File: config.mk
export PLATFORM = sky130hd
export DESIGN_NAME = triple_mode_timer_block
export DESIGN_NICKNAME = d
export VERILOG_FILES = /design/src/common/timer_pkg.sv /design/src/common/pin_edge_if.sv /design/src/rtl/pin_edge_detect.sv /design/src/rtl/triple_mode_timer_block.sv
export SDC_FILE = /design/constraint.sdc
export NUM_CORES = 1
export LEC_CHECK = 0
export ABC_AREA = 0
export BUFFER_PORTS_ARGS = -buffer_cell sky130_fd_sc_hd__clkbuf_2
export CORE_MARGIN = 4
export CORE_UTILIZATION = 31
export DETAILED_ROUTE_END_ITERATION = 8
export GPL_TIMING_DRIVEN = 0
export SLEW_MARGIN = 20
export SYNTH_ARGS = -nofsm -noshare
export SYNTH_HDL_FRONTEND = slang
export SYNTH_HIERARCHICAL = 1
export SYNTH_SLANG_ARGS = --single-unit
File: constraint.sdc
create_clock -name clock -period 3.1 [get_ports clock]
set_input_delay 0.465 -clock clock [delete_from_list [all_inputs] [get_ports clock]]
set_output_delay 0.465 -clock clock [all_outputs]
set_load 0.05 [all_outputs]
File: src/common/timer_pkg.sv
/*
  constants, mode codes and reset values for the three-mode timer block.
  assumes one clock domain and software control through plain ports.
*/
// What this block does
// - decode mode code into PWM, event, capture
// - PWM reload from A requests A interrupt
// - PWM reload from B requests B interrupt
// - the two interrupt enables act independently
// - event mode counts pin_a edges, chosen polarity
// - event underflow sets pend_a, enable gates it
// - event mode pin_b rising edge sets pend_b
// - event mode never drives pin_a
// - capture mode counter runs every cycle
// - capture copies counter on selected pin edge
// - trigger polarity per pin pair: a/b rise/rise, rise/fall or fall/fall
// - capture triggers set pend_a and pend_b
// - capture underflow sets run flag, A interrupt
// - run flag starts/stops PWM and event counting
// - first reload from A, then alternate from B
// - PWM counts each cycle, toggles pin_a optionally
// - PWM underflows set pend_a, pend_b alternately
package timer_pkg;
  localparam int COUNT_WIDTH = 16;
  localparam int MODE_WIDTH = 3;
  localparam logic [MODE_WIDTH-1:0] MODE_PWM_TOGGLE = 3'h5;
  localparam logic [MODE_WIDTH-1:0] MODE_PWM_PLAIN = 3'h4;
  localparam logic [MODE_WIDTH-1:0] MODE_EVENT_RISE = 3'h0;
  localparam logic [MODE_WIDTH-1:0] MODE_EVENT_FALL = 3'h1;
  localparam logic [MODE_WIDTH-1:0] MODE_CAP_RISE_RISE = 3'h2;
  localparam logic [MODE_WIDTH-1:0] MODE_CAP_RISE_FALL = 3'h6;
  localparam logic [MODE_WIDTH-1:0] MODE_CAP_FALL_FALL = 3'h3;
  localparam logic [MODE_WIDTH-1:0] MODE_CAP_FALL_FALL_ALT = 3'h7;
  localparam int SYNC_STAGES = 3;
  localparam int CLOCK_PERIOD_NS = 100;
  localparam logic RESET_FLAG = 1'b0;
  localparam logic RESET_PIN_LEVEL = 1'b0;
  typedef logic [MODE_WIDTH-1:0] mode_t;
  typedef enum logic [1:0] {
    kind_pwm,
    kind_event,
    kind_capture
  } mode_kind_e;
endpackage

File: src/common/pin_edge_if.sv
/*
  carrier for the filtered level and edge pulses of one timer pin.
  assumes the edge detector and its user share one clock.
*/
`timescale 1ns/1ns
`default_nettype none
interface pin_edge_if;
  logic level;
  logic rise;
  logic fall;
  modport source (output level, rise, fall);
  modport sink (input level, rise, fall);
endinterface
`default_nettype wire

File: src/rtl/pin_edge_detect.sv
/*
  three-stage synchroniser and edge detector for one timer pin.
  assumes the pin is asynchronous to clock; reset synchronous, active high.
*/
`timescale 1ns/1ns
`default_nettype none
module pin_edge_detect (
  input wire logic clock,
  input wire logic reset,
  input wire logic pin,
  pin_edge_if.source edges
);
  import timer_pkg::*;

  logic [SYNC_STAGES-1:0] sync;
  logic level;

  // shift chain; stage 0 feeds only stage 1
  always_ff @(posedge clock) begin
    if (reset) begin
      sync <= {SYNC_STAGES{RESET_PIN_LEVEL}};
    end else begin
      sync <= {sync[SYNC_STAGES-2:0], pin};
    end
  end

  // accept a change once stages one and two agree
  always_ff @(posedge clock) begin
    if (reset) begin
      level <= RESET_PIN_LEVEL;
    end else if (sync[1] == sync[2]) begin
      level <= sync[2];
    end
  end

  assign edges.level = level;
  assign edges.rise = (sync[1] == sync[2]) && sync[2] && !level;
  assign edges.fall = (sync[1] == sync[2]) && !sync[2] && level;
endmodule
`default_nettype wire

File: src/rtl/triple_mode_timer_block.sv
/*
  16-bit timer block: PWM, external event counter and dual input capture.
  assumes software drives the control ports synchronously to clock;
  pin_a and pin_b come from outside and are synchronised here.
*/
`timescale 1ns/1ns
`default_nettype none
module triple_mode_timer_block #(
  parameter int WIDTH = timer_pkg::COUNT_WIDTH
) (
  input wire logic clock,
  input wire logic reset,
  input wire timer_pkg::mode_t mode_select,
  input wire logic irq_en_a,
  input wire logic irq_en_b,
  input wire logic write_run_flag,
  input wire logic run_flag_wdata,
  input wire logic clear_pend_a,
  input wire logic clear_pend_b,
  input wire logic write_counter,
  input wire logic write_reload_a,
  input wire logic write_reload_b,
  input wire logic [WIDTH-1:0] write_data,
  input wire logic pin_a_in,
  output logic pin_a_out,
  output logic pin_a_oe,
  input wire logic pin_b_in,
  output logic [WIDTH-1:0] counter16,
  output logic [WIDTH-1:0] reload_capture_a,
  output logic [WIDTH-1:0] reload_capture_b,
  output logic run_or_underflow_flag,
  output logic pend_a,
  output logic pend_b,
  output logic irq
);
  import timer_pkg::*;

  if (WIDTH < 2 || WIDTH > 32) begin : width_check
    $error("WIDTH must lie between 2 and 32");
  end

  pin_edge_if edge_a ();
  pin_edge_if edge_b ();

  pin_edge_detect sync_a (
    .clock(clock),
    .reset(reset),
    .pin(pin_a_in),
    .edges(edge_a.source)
  );

  pin_edge_detect sync_b (
    .clock(clock),
    .reset(reset),
    .pin(pin_b_in),
    .edges(edge_b.source)
  );

  mode_kind_e kind;
  logic trig_a_falling;
  logic trig_b_falling;
  logic toggle_enable;

  // mode decode
  always_comb begin
    kind = kind_capture;
    trig_a_falling = 1'b0;
    trig_b_falling = 1'b0;
    toggle_enable = 1'b0;
    unique case (mode_select)
      MODE_PWM_TOGGLE: begin
        kind = kind_pwm;
        toggle_enable = 1'b1;
      end
      MODE_PWM_PLAIN: begin
        kind = kind_pwm;
      end
      MODE_EVENT_RISE: begin
        kind = kind_event;
      end
      MODE_EVENT_FALL: begin
        kind = kind_event;
        trig_a_falling = 1'b1;
      end
      MODE_CAP_RISE_RISE: begin
        kind = kind_capture;
      end
      MODE_CAP_RISE_FALL: begin
        kind = kind_capture;
        trig_b_falling = 1'b1;
      end
      MODE_CAP_FALL_FALL, MODE_CAP_FALL_FALL_ALT: begin
        kind = kind_capture;
        trig_a_falling = 1'b1;
        trig_b_falling = 1'b1;
      end
    endcase
  end

  logic trig_a;
  logic trig_b;
  logic tick;
  logic underflow;
  logic reload_from_b;
  logic pwm_reload_a;
  logic pwm_reload_b;

  assign trig_a = trig_a_falling ? edge_a.fall : edge_a.rise;
  assign trig_b = trig_b_falling ? edge_b.fall : edge_b.rise;

  // count enable per mode
  always_comb begin
    tick = 1'b0;
    unique case (kind)
      kind_pwm: tick = run_or_underflow_flag;
      kind_event: tick = run_or_underflow_flag && trig_a;
      kind_capture: tick = 1'b1;
    endcase
  end

  assign underflow = tick && !write_counter && (counter16 == '0);
  assign pwm_reload_a = underflow && (kind == kind_pwm) && !reload_from_b;
  assign pwm_reload_b = underflow && (kind == kind_pwm) && reload_from_b;

  // down counter with reload
  always_ff @(posedge clock) begin
    if (reset) begin
      counter16 <= '0;
    end else if (write_counter) begin
      counter16 <= write_data;
    end else if (pwm_reload_a) begin
      counter16 <= reload_capture_a;
    end else if (pwm_reload_b) begin
      counter16 <= reload_capture_b;
    end else if (underflow && kind == kind_event) begin
      counter16 <= reload_capture_a;
    end else if (tick) begin
      counter16 <= counter16 - 1'b1;
    end
  end

  // alternation: first underflow uses A, then B, A, ...
  always_ff @(posedge clock) begin
    if (reset) begin
      reload_from_b <= 1'b0;
    end else if (kind != kind_pwm) begin
      reload_from_b <= 1'b0;
    end else if (underflow) begin
      reload_from_b <= !reload_from_b;
    end
  end

  // register A: reload value or capture of pin_a
  always_ff @(posedge clock) begin
    if (reset) begin
      reload_capture_a <= '0;
    end else if (kind == kind_capture && trig_a) begin
      reload_capture_a <= counter16;
    end else if (write_reload_a) begin
      reload_capture_a <= write_data;
    end
  end

  // register B: reload value or capture of pin_b
  always_ff @(posedge clock) begin
    if (reset) begin
      reload_capture_b <= '0;
    end else if (kind == kind_capture && trig_b) begin
      reload_capture_b <= counter16;
    end else if (write_reload_b) begin
      reload_capture_b <= write_data;
    end
  end

  logic set_a;
  logic set_b;
  logic set_run;

  // pending sources per mode
  always_comb begin
    set_a = 1'b0;
    set_b = 1'b0;
    set_run = 1'b0;
    unique case (kind)
      kind_pwm: begin
        set_a = pwm_reload_a;
        set_b = pwm_reload_b;
      end
      kind_event: begin
        set_a = underflow;
        set_b = edge_b.rise;
      end
      kind_capture: begin
        set_a = trig_a;
        set_b = trig_b;
        set_run = underflow;
      end
    endcase
  end

  // sticky pending flags, set beats clear
  always_ff @(posedge clock) begin
    if (reset) begin
      pend_a <= RESET_FLAG;
    end else if (set_a) begin
      pend_a <= 1'b1;
    end else if (clear_pend_a) begin
      pend_a <= 1'b0;
    end
  end

  always_ff @(posedge clock) begin
    if (reset) begin
      pend_b <= RESET_FLAG;
    end else if (set_b) begin
      pend_b <= 1'b1;
    end else if (clear_pend_b) begin
      pend_b <= 1'b0;
    end
  end

  // run control, or underflow pending in capture mode
  always_ff @(posedge clock) begin
    if (reset) begin
      run_or_underflow_flag <= RESET_FLAG;
    end else if (set_run) begin
      run_or_underflow_flag <= 1'b1;
    end else if (write_run_flag) begin
      run_or_underflow_flag <= run_flag_wdata;
    end
  end

  // pwm output pin
  always_ff @(posedge clock) begin
    if (reset) begin
      pin_a_out <= RESET_PIN_LEVEL;
    end else if (toggle_enable && underflow) begin
      pin_a_out <= !pin_a_out;
    end
  end

  always_ff @(posedge clock) begin
    if (reset) begin
      pin_a_oe <= 1'b0;
    end else begin
      pin_a_oe <= (kind == kind_pwm);
    end
  end

  // interrupt request; software sorts A causes in capture mode
  assign irq = (pend_a && irq_en_a) || (pend_b && irq_en_b)
    || (kind == kind_capture && run_or_underflow_flag && irq_en_a);
endmodule
`default_nettype wire

[Word-level counts from Yosys, hierarchy flattened]
Index checks and enable logic that the tools add are counted.
Operators by class
  reduce and logical (&&, ||, !) cells: 47
  mux-type cells: 25
  eq/ne operators: 11
  add/sub/neg operators: 1
Operators by type and width (count)
  two-way mux 16 bit: 9
  logical AND 1 bit: 22
  zero test 16 bit: 1
  subtractor 16 x 1 -> 16 bit (second input constant): 1
  == test 3 bit (second input constant): 4
  two-way mux 1 bit: 12
  nonzero test 2 bit: 6
  case mux 1 bit (3 select lines): 3
  zero test 1 bit: 7
  == test 3 x 2 -> 1 bit (second input constant): 2
  case mux 2 bit (3 select lines): 1
  OR reduction 2 bit: 3
  OR reduction 3 bit: 2
  nonzero test 5 bit: 1
  OR reduction 4 bit: 1
  == test 3 x 1 -> 1 bit (second input constant): 1
  zero test 3 bit: 1
  == test 1 bit: 2
  == test 2 x 1 -> 1 bit (second input constant): 1
  == test 2 bit (second input constant): 1
  zero test 2 bit: 1
  logical OR 1 bit: 2
Word-level totals
  input bits: 32
  bits in registers: 62
  word-level logic and storage cells: 97

[Logic depth before layout (Yosys ltp)]
  depth after elaboration: 13
  depth in mapped cells: 9
  depth with buffers taken out: 8

[Hierarchy]
Netlist, hierarchy kept.
Modules (own cells, without submodules)
  triple_mode_timer_block: instances 1, cells each 377, seq. area each 1081.0 um2, area each 3246.9 um2
  pin_edge_detect: instances 2, cells each 15, seq. area each 80.1 um2, area each 155.1 um2

[Worst setup path after synthesis]
OpenSTA, ideal clock, no wires.
  kind: reg-to-reg
  start: register counter16[0]
  end: register counter16[1]
  buffers on the path: 2
  period minus slack after synthesis: 2.827 ns
  arrival: 2.751 ns
  data required time: 3.024 ns
  stages on the path, launching flop included: 10
  slack: 0.273 ns
  setup time: 0.076 ns
  cell sequence: dfxtp_1 inv_1 ha_1 or3b_2 clkbuf_1 or4_4 buf_6 nor3_4 mux2_1 o22ai_1
On the way
  cells in the longest elaborated chain, start to end: 7
  elaborated cells between the ends (all ways): 13
  those cells by class: add/sub (1); mux (5); reduce/logical (7)
Ends and longest elaborated chain
  start, declared: RTL line triple_mode_timer_block.sv:28  | output logic [WIDTH-1:0] counter16,
  start signal, assigned: RTL line triple_mode_timer_block.sv:130  | counter16 <= write_data;
  start signal, assigned: RTL line triple_mode_timer_block.sv:132  | counter16 <= reload_capture_a;
  start signal, assigned: RTL line triple_mode_timer_block.sv:134  | counter16 <= reload_capture_b;
  branches (longest 7 deep; another with subtractor 16 x 1 -> 16 bit)
Several ways; the timed one is not identified. The select of a mux whose other input is x is not followed.
A chain may end at the register's enable or synchronous reset.

[Worst setup path in the final report]
  start: register counter16[0]
  end: register counter16[2]
The elaborated chain is that of the path after synthesis.

==> summary.md <==
| Metric | Value |
|---|---|
| Status | `completed` |
| Static Leakage | `1.92 nW` |
| 1st-pass router iterations | `6` |
| FF-to-FF End | `counter16[2]` |
| Routability cong. | `0.974` |
| Fillers | `1120` |
| Largest net degree at the start of global routing | `12` |
| Register bit total from synthesis | `62` |
| Reg-to-Reg Start | `counter16[0]` |
| Deepest clock path buffer count | `2` |
| Crit path max fanout | `7` |
| Initial core utilization | `32.2%` |
| Die height | `115 µm` |
| Hold Crit Depth | `2` |
| Detail Placement HPWL | `10000 µm` |
| Finished Layout Cells | `647` |
| Syn Inst Count | `407` |
| Synthesized cell area | `3560 µm²` |
| Synth-to-layout area growth | `25.7%` |
| Post-Place Cells | `629` |
| CP Launch Type | `flip-flop` |
| Worst-skew pair later-pin latency | `0.34 ns` |
| Worst Reg-to-Reg Cells | `8` |
| Post-synth EDFFs | `0` |
| DIE AREA | `13300 µm²` |
| Number of setup buffers added after CTS | `0` |
| Hold-fix buffers, CTS | `0` |
| Worst Setup Slack, final | `0.139 ns` |
| Unique masters post-synth | `61` |
| Clk pin slew, worst setup/hold paths | `0.06 ns` |
| Net count after synthesis | `444` |
| Gr usage total | `21.2%` |
| Setup WS pre-CTS | `0.180 ns` |
| Post-Route WL | `13800 µm` |
| Endpoints failing setup | `0` |
| Max-slew violation count | `0` |
| Most common cell after layout, fill and taps aside | `clkbuf_2` |
| Grt ovf | `0` |
| Global-route wire length before repair | `21500 µm` |
| Resize count post-CTS | `0` |
| Vias | `3752` |
| Tightest Pin Transition | `0.975 ns` |
| Routed WL per cell | `21.3 µm` |
| Worst hold path type | `in -> reg` |
| Reg2Reg Setup Slack | `0.14 ns` |
| Utilization after layout | `40.6%` |
| Layout Skew | `0.00706 ns` |
| DR iter-0 viols | `419` |
| CTS tree | `yes` |
| Via count of the first global-routing pass | `3741` |
| Most frequent cells in the layout | `82 x clkbuf_2, 62 x dfxtp_1, 49 x nor2_1, 40 x mux2i_1, 36 x a211oi_1` |
| Fin Hold WS | `0.339 ns` |
| Slew headroom | `35.0%` |
| Buffers on Ports | `82` |
| RSZ-0062 raised after global routing | `no` |
| Core box area | `11000 µm²` |
| Max VDD drop | `0.233 mV` |
| Vias/cell | `5.80` |
| F_max | `338 MHz` |
| Worst path arrival time | `3.18 ns` |
| Async SR Flop Fraction | `0%` |
| FP Rows | `38` |
| Worst Hold Launch | `pin_b_in` |
| Cts bufs inserted | `9` |
| Sink Count | `62` |
| Pwr dens | `572 nW/µm²` |
| Max Cap Violations | `0` |
| Die X | `115 µm` |
| Post-synth top flop | `dfxtp_1` |
| Initial antenna violation count | `0` |
| H-tree levels | `3` |
| Worst Path Required | `3.32 ns` |
| Root Driver | `clkbuf_16` |
| Post-Syn Area per Cell | `8.74 µm²` |
| Yosys Warn Count | `6` |
| ANT cells | `0` |
| Period Utilization, post-route | `95.5%` |
| Hold EP | `sync_b/sync[0]` |
| Setup TNS | `0 ns` |
| Final hold vios | `0` |
| Sequential-to-total area share from yosys stat | `34.9%` |
| Critical Path End Type | `flip-flop` |
| Share of layout cells above drive strength 1 | `24.1%` |
| Tmin final | `2.96 ns` |
| Nets | `539` |
| # DRC | `0` |
| Post-DRT Antenna Nets | `0` |
| I/O pins | `86` |
| Crit path kind | `reg -> reg` |
[registers in the layout, indices dropped and copies added, names as in the netlist, 3 cells and up]
signal            count
counter16            16
reload_capture_a     16
reload_capture_b     16
sync_a/sync           3
sync_b/sync           3
[critical path, stage by stage (launching register included)]
cell      delay (ns)
dfxtp_1         0.36
inv_1           0.10
ha_1            0.18
or3b_2          0.45
clkbuf_1        0.21
or4_1           0.57
nor3_1          0.52
a211oi_1        0.16
a311o_1         0.29
[stage by stage]
step / area (µm²) / total power [W]
floorplan: 3560 / 0.00136
global placement: 4140 / 0.00153
detailed placement: 4150 / 0.00153
CTS: 4460 / 0.00257
global route: 4470 / 0.00265
finish: 4470 / 0.00256
[where the power goes]
part	internal [W]	switching [W]	total, W
combinational	0.000196	0.000423	0.000619
clock	0.000664	0.000370	0.00103
sequential	0.000849	0.0000582	0.000907
[cell families after synthesis]
| logic type | Yosys count | share of synthesized area, % |
|---|---|---|
| flops | 62 | 34.9 |
| simple gates | 132 | 19.6 |
| xor+xnor | 11 | 2.71 |
| buf+inv | 45 | 5.45 |
| fa+ha+maj | 5 | 1.76 |
| mux | 46 | 13.2 |
| compound gates | 106 | 22.4 |
[layout make-up]
| cell class | count | area (µm²) | share of cell area (%) |
|---|---|---|---|
| repair buffers | 84 | 425 | 9.51 |
| plain buffers | 38 | 168 | 3.75 |
| flip-flops and latches | 62 | 1240 | 27.7 |
| well taps | 140 | 175 | 3.92 |
| inverters | 7 | 26.3 | 0.587 |
| clock inverters | 5 | 57.6 | 1.29 |
| clock buffers | 11 | 253 | 5.65 |
| multi-input cells | 300 | 2130 | 47.6 |
[worst max-delay path by stage]
stage	startpoint	to	slack, ns	cells after the start
after floorplan	counter16[0]	counter16[1]	0.27	9
after global placement	counter16[0]	counter16[13]	0.14	9
after detailed placement	counter16[0]	counter16[13]	0.18	9
after CTS	counter16[0]	counter16[13]	0.15	9
after global routing	counter16[0]	counter16[2]	0.04	8
final	counter16[0]	counter16[2]	0.14	8
[cells in the mapped netlist (4+ instances only)]
library cell,n,area [µm²]
o22ai_1,5,31.3
xnor2_1,5,43.8
buf_1,4,15.0
nor4_1,12,75.1
a31oi_1,6,37.5
and2_1,4,25.0
xor2_1,6,52.6
ha_1,5,62.6
or2_2,4,25.0
o211ai_1,4,30.0
nor3_1,7,35.0
dfxtp_1,62,1240
nand2_1,11,41.3
clkbuf_1,29,109
mux2i_1,40,400
a21o_1,4,30.0
nand4_1,5,31.3
mux2_2,5,56.3
nor2b_1,9,56.3
a22oi_1,15,113
nand2b_1,4,25.0
inv_1,7,26.3
nor2_1,49,184
nand3_1,9,45.0
o21ai_0,5,25.0
or4_1,5,37.5
a211oi_1,37,278
[metal layers]
layer  routed length [µm]  share of wire, %  GRT usage [%]  vias up
met5                    0                 0              0        -
met4                  238               1.7           7.28        0
met3                 1240               9.0           3.84       21
met2                 6290                46           32.9      193
met1                 5990                44           29.4     1807
li1                     -                 -              -     1731
No activity file was read; power rests on OpenSTA's default activity.
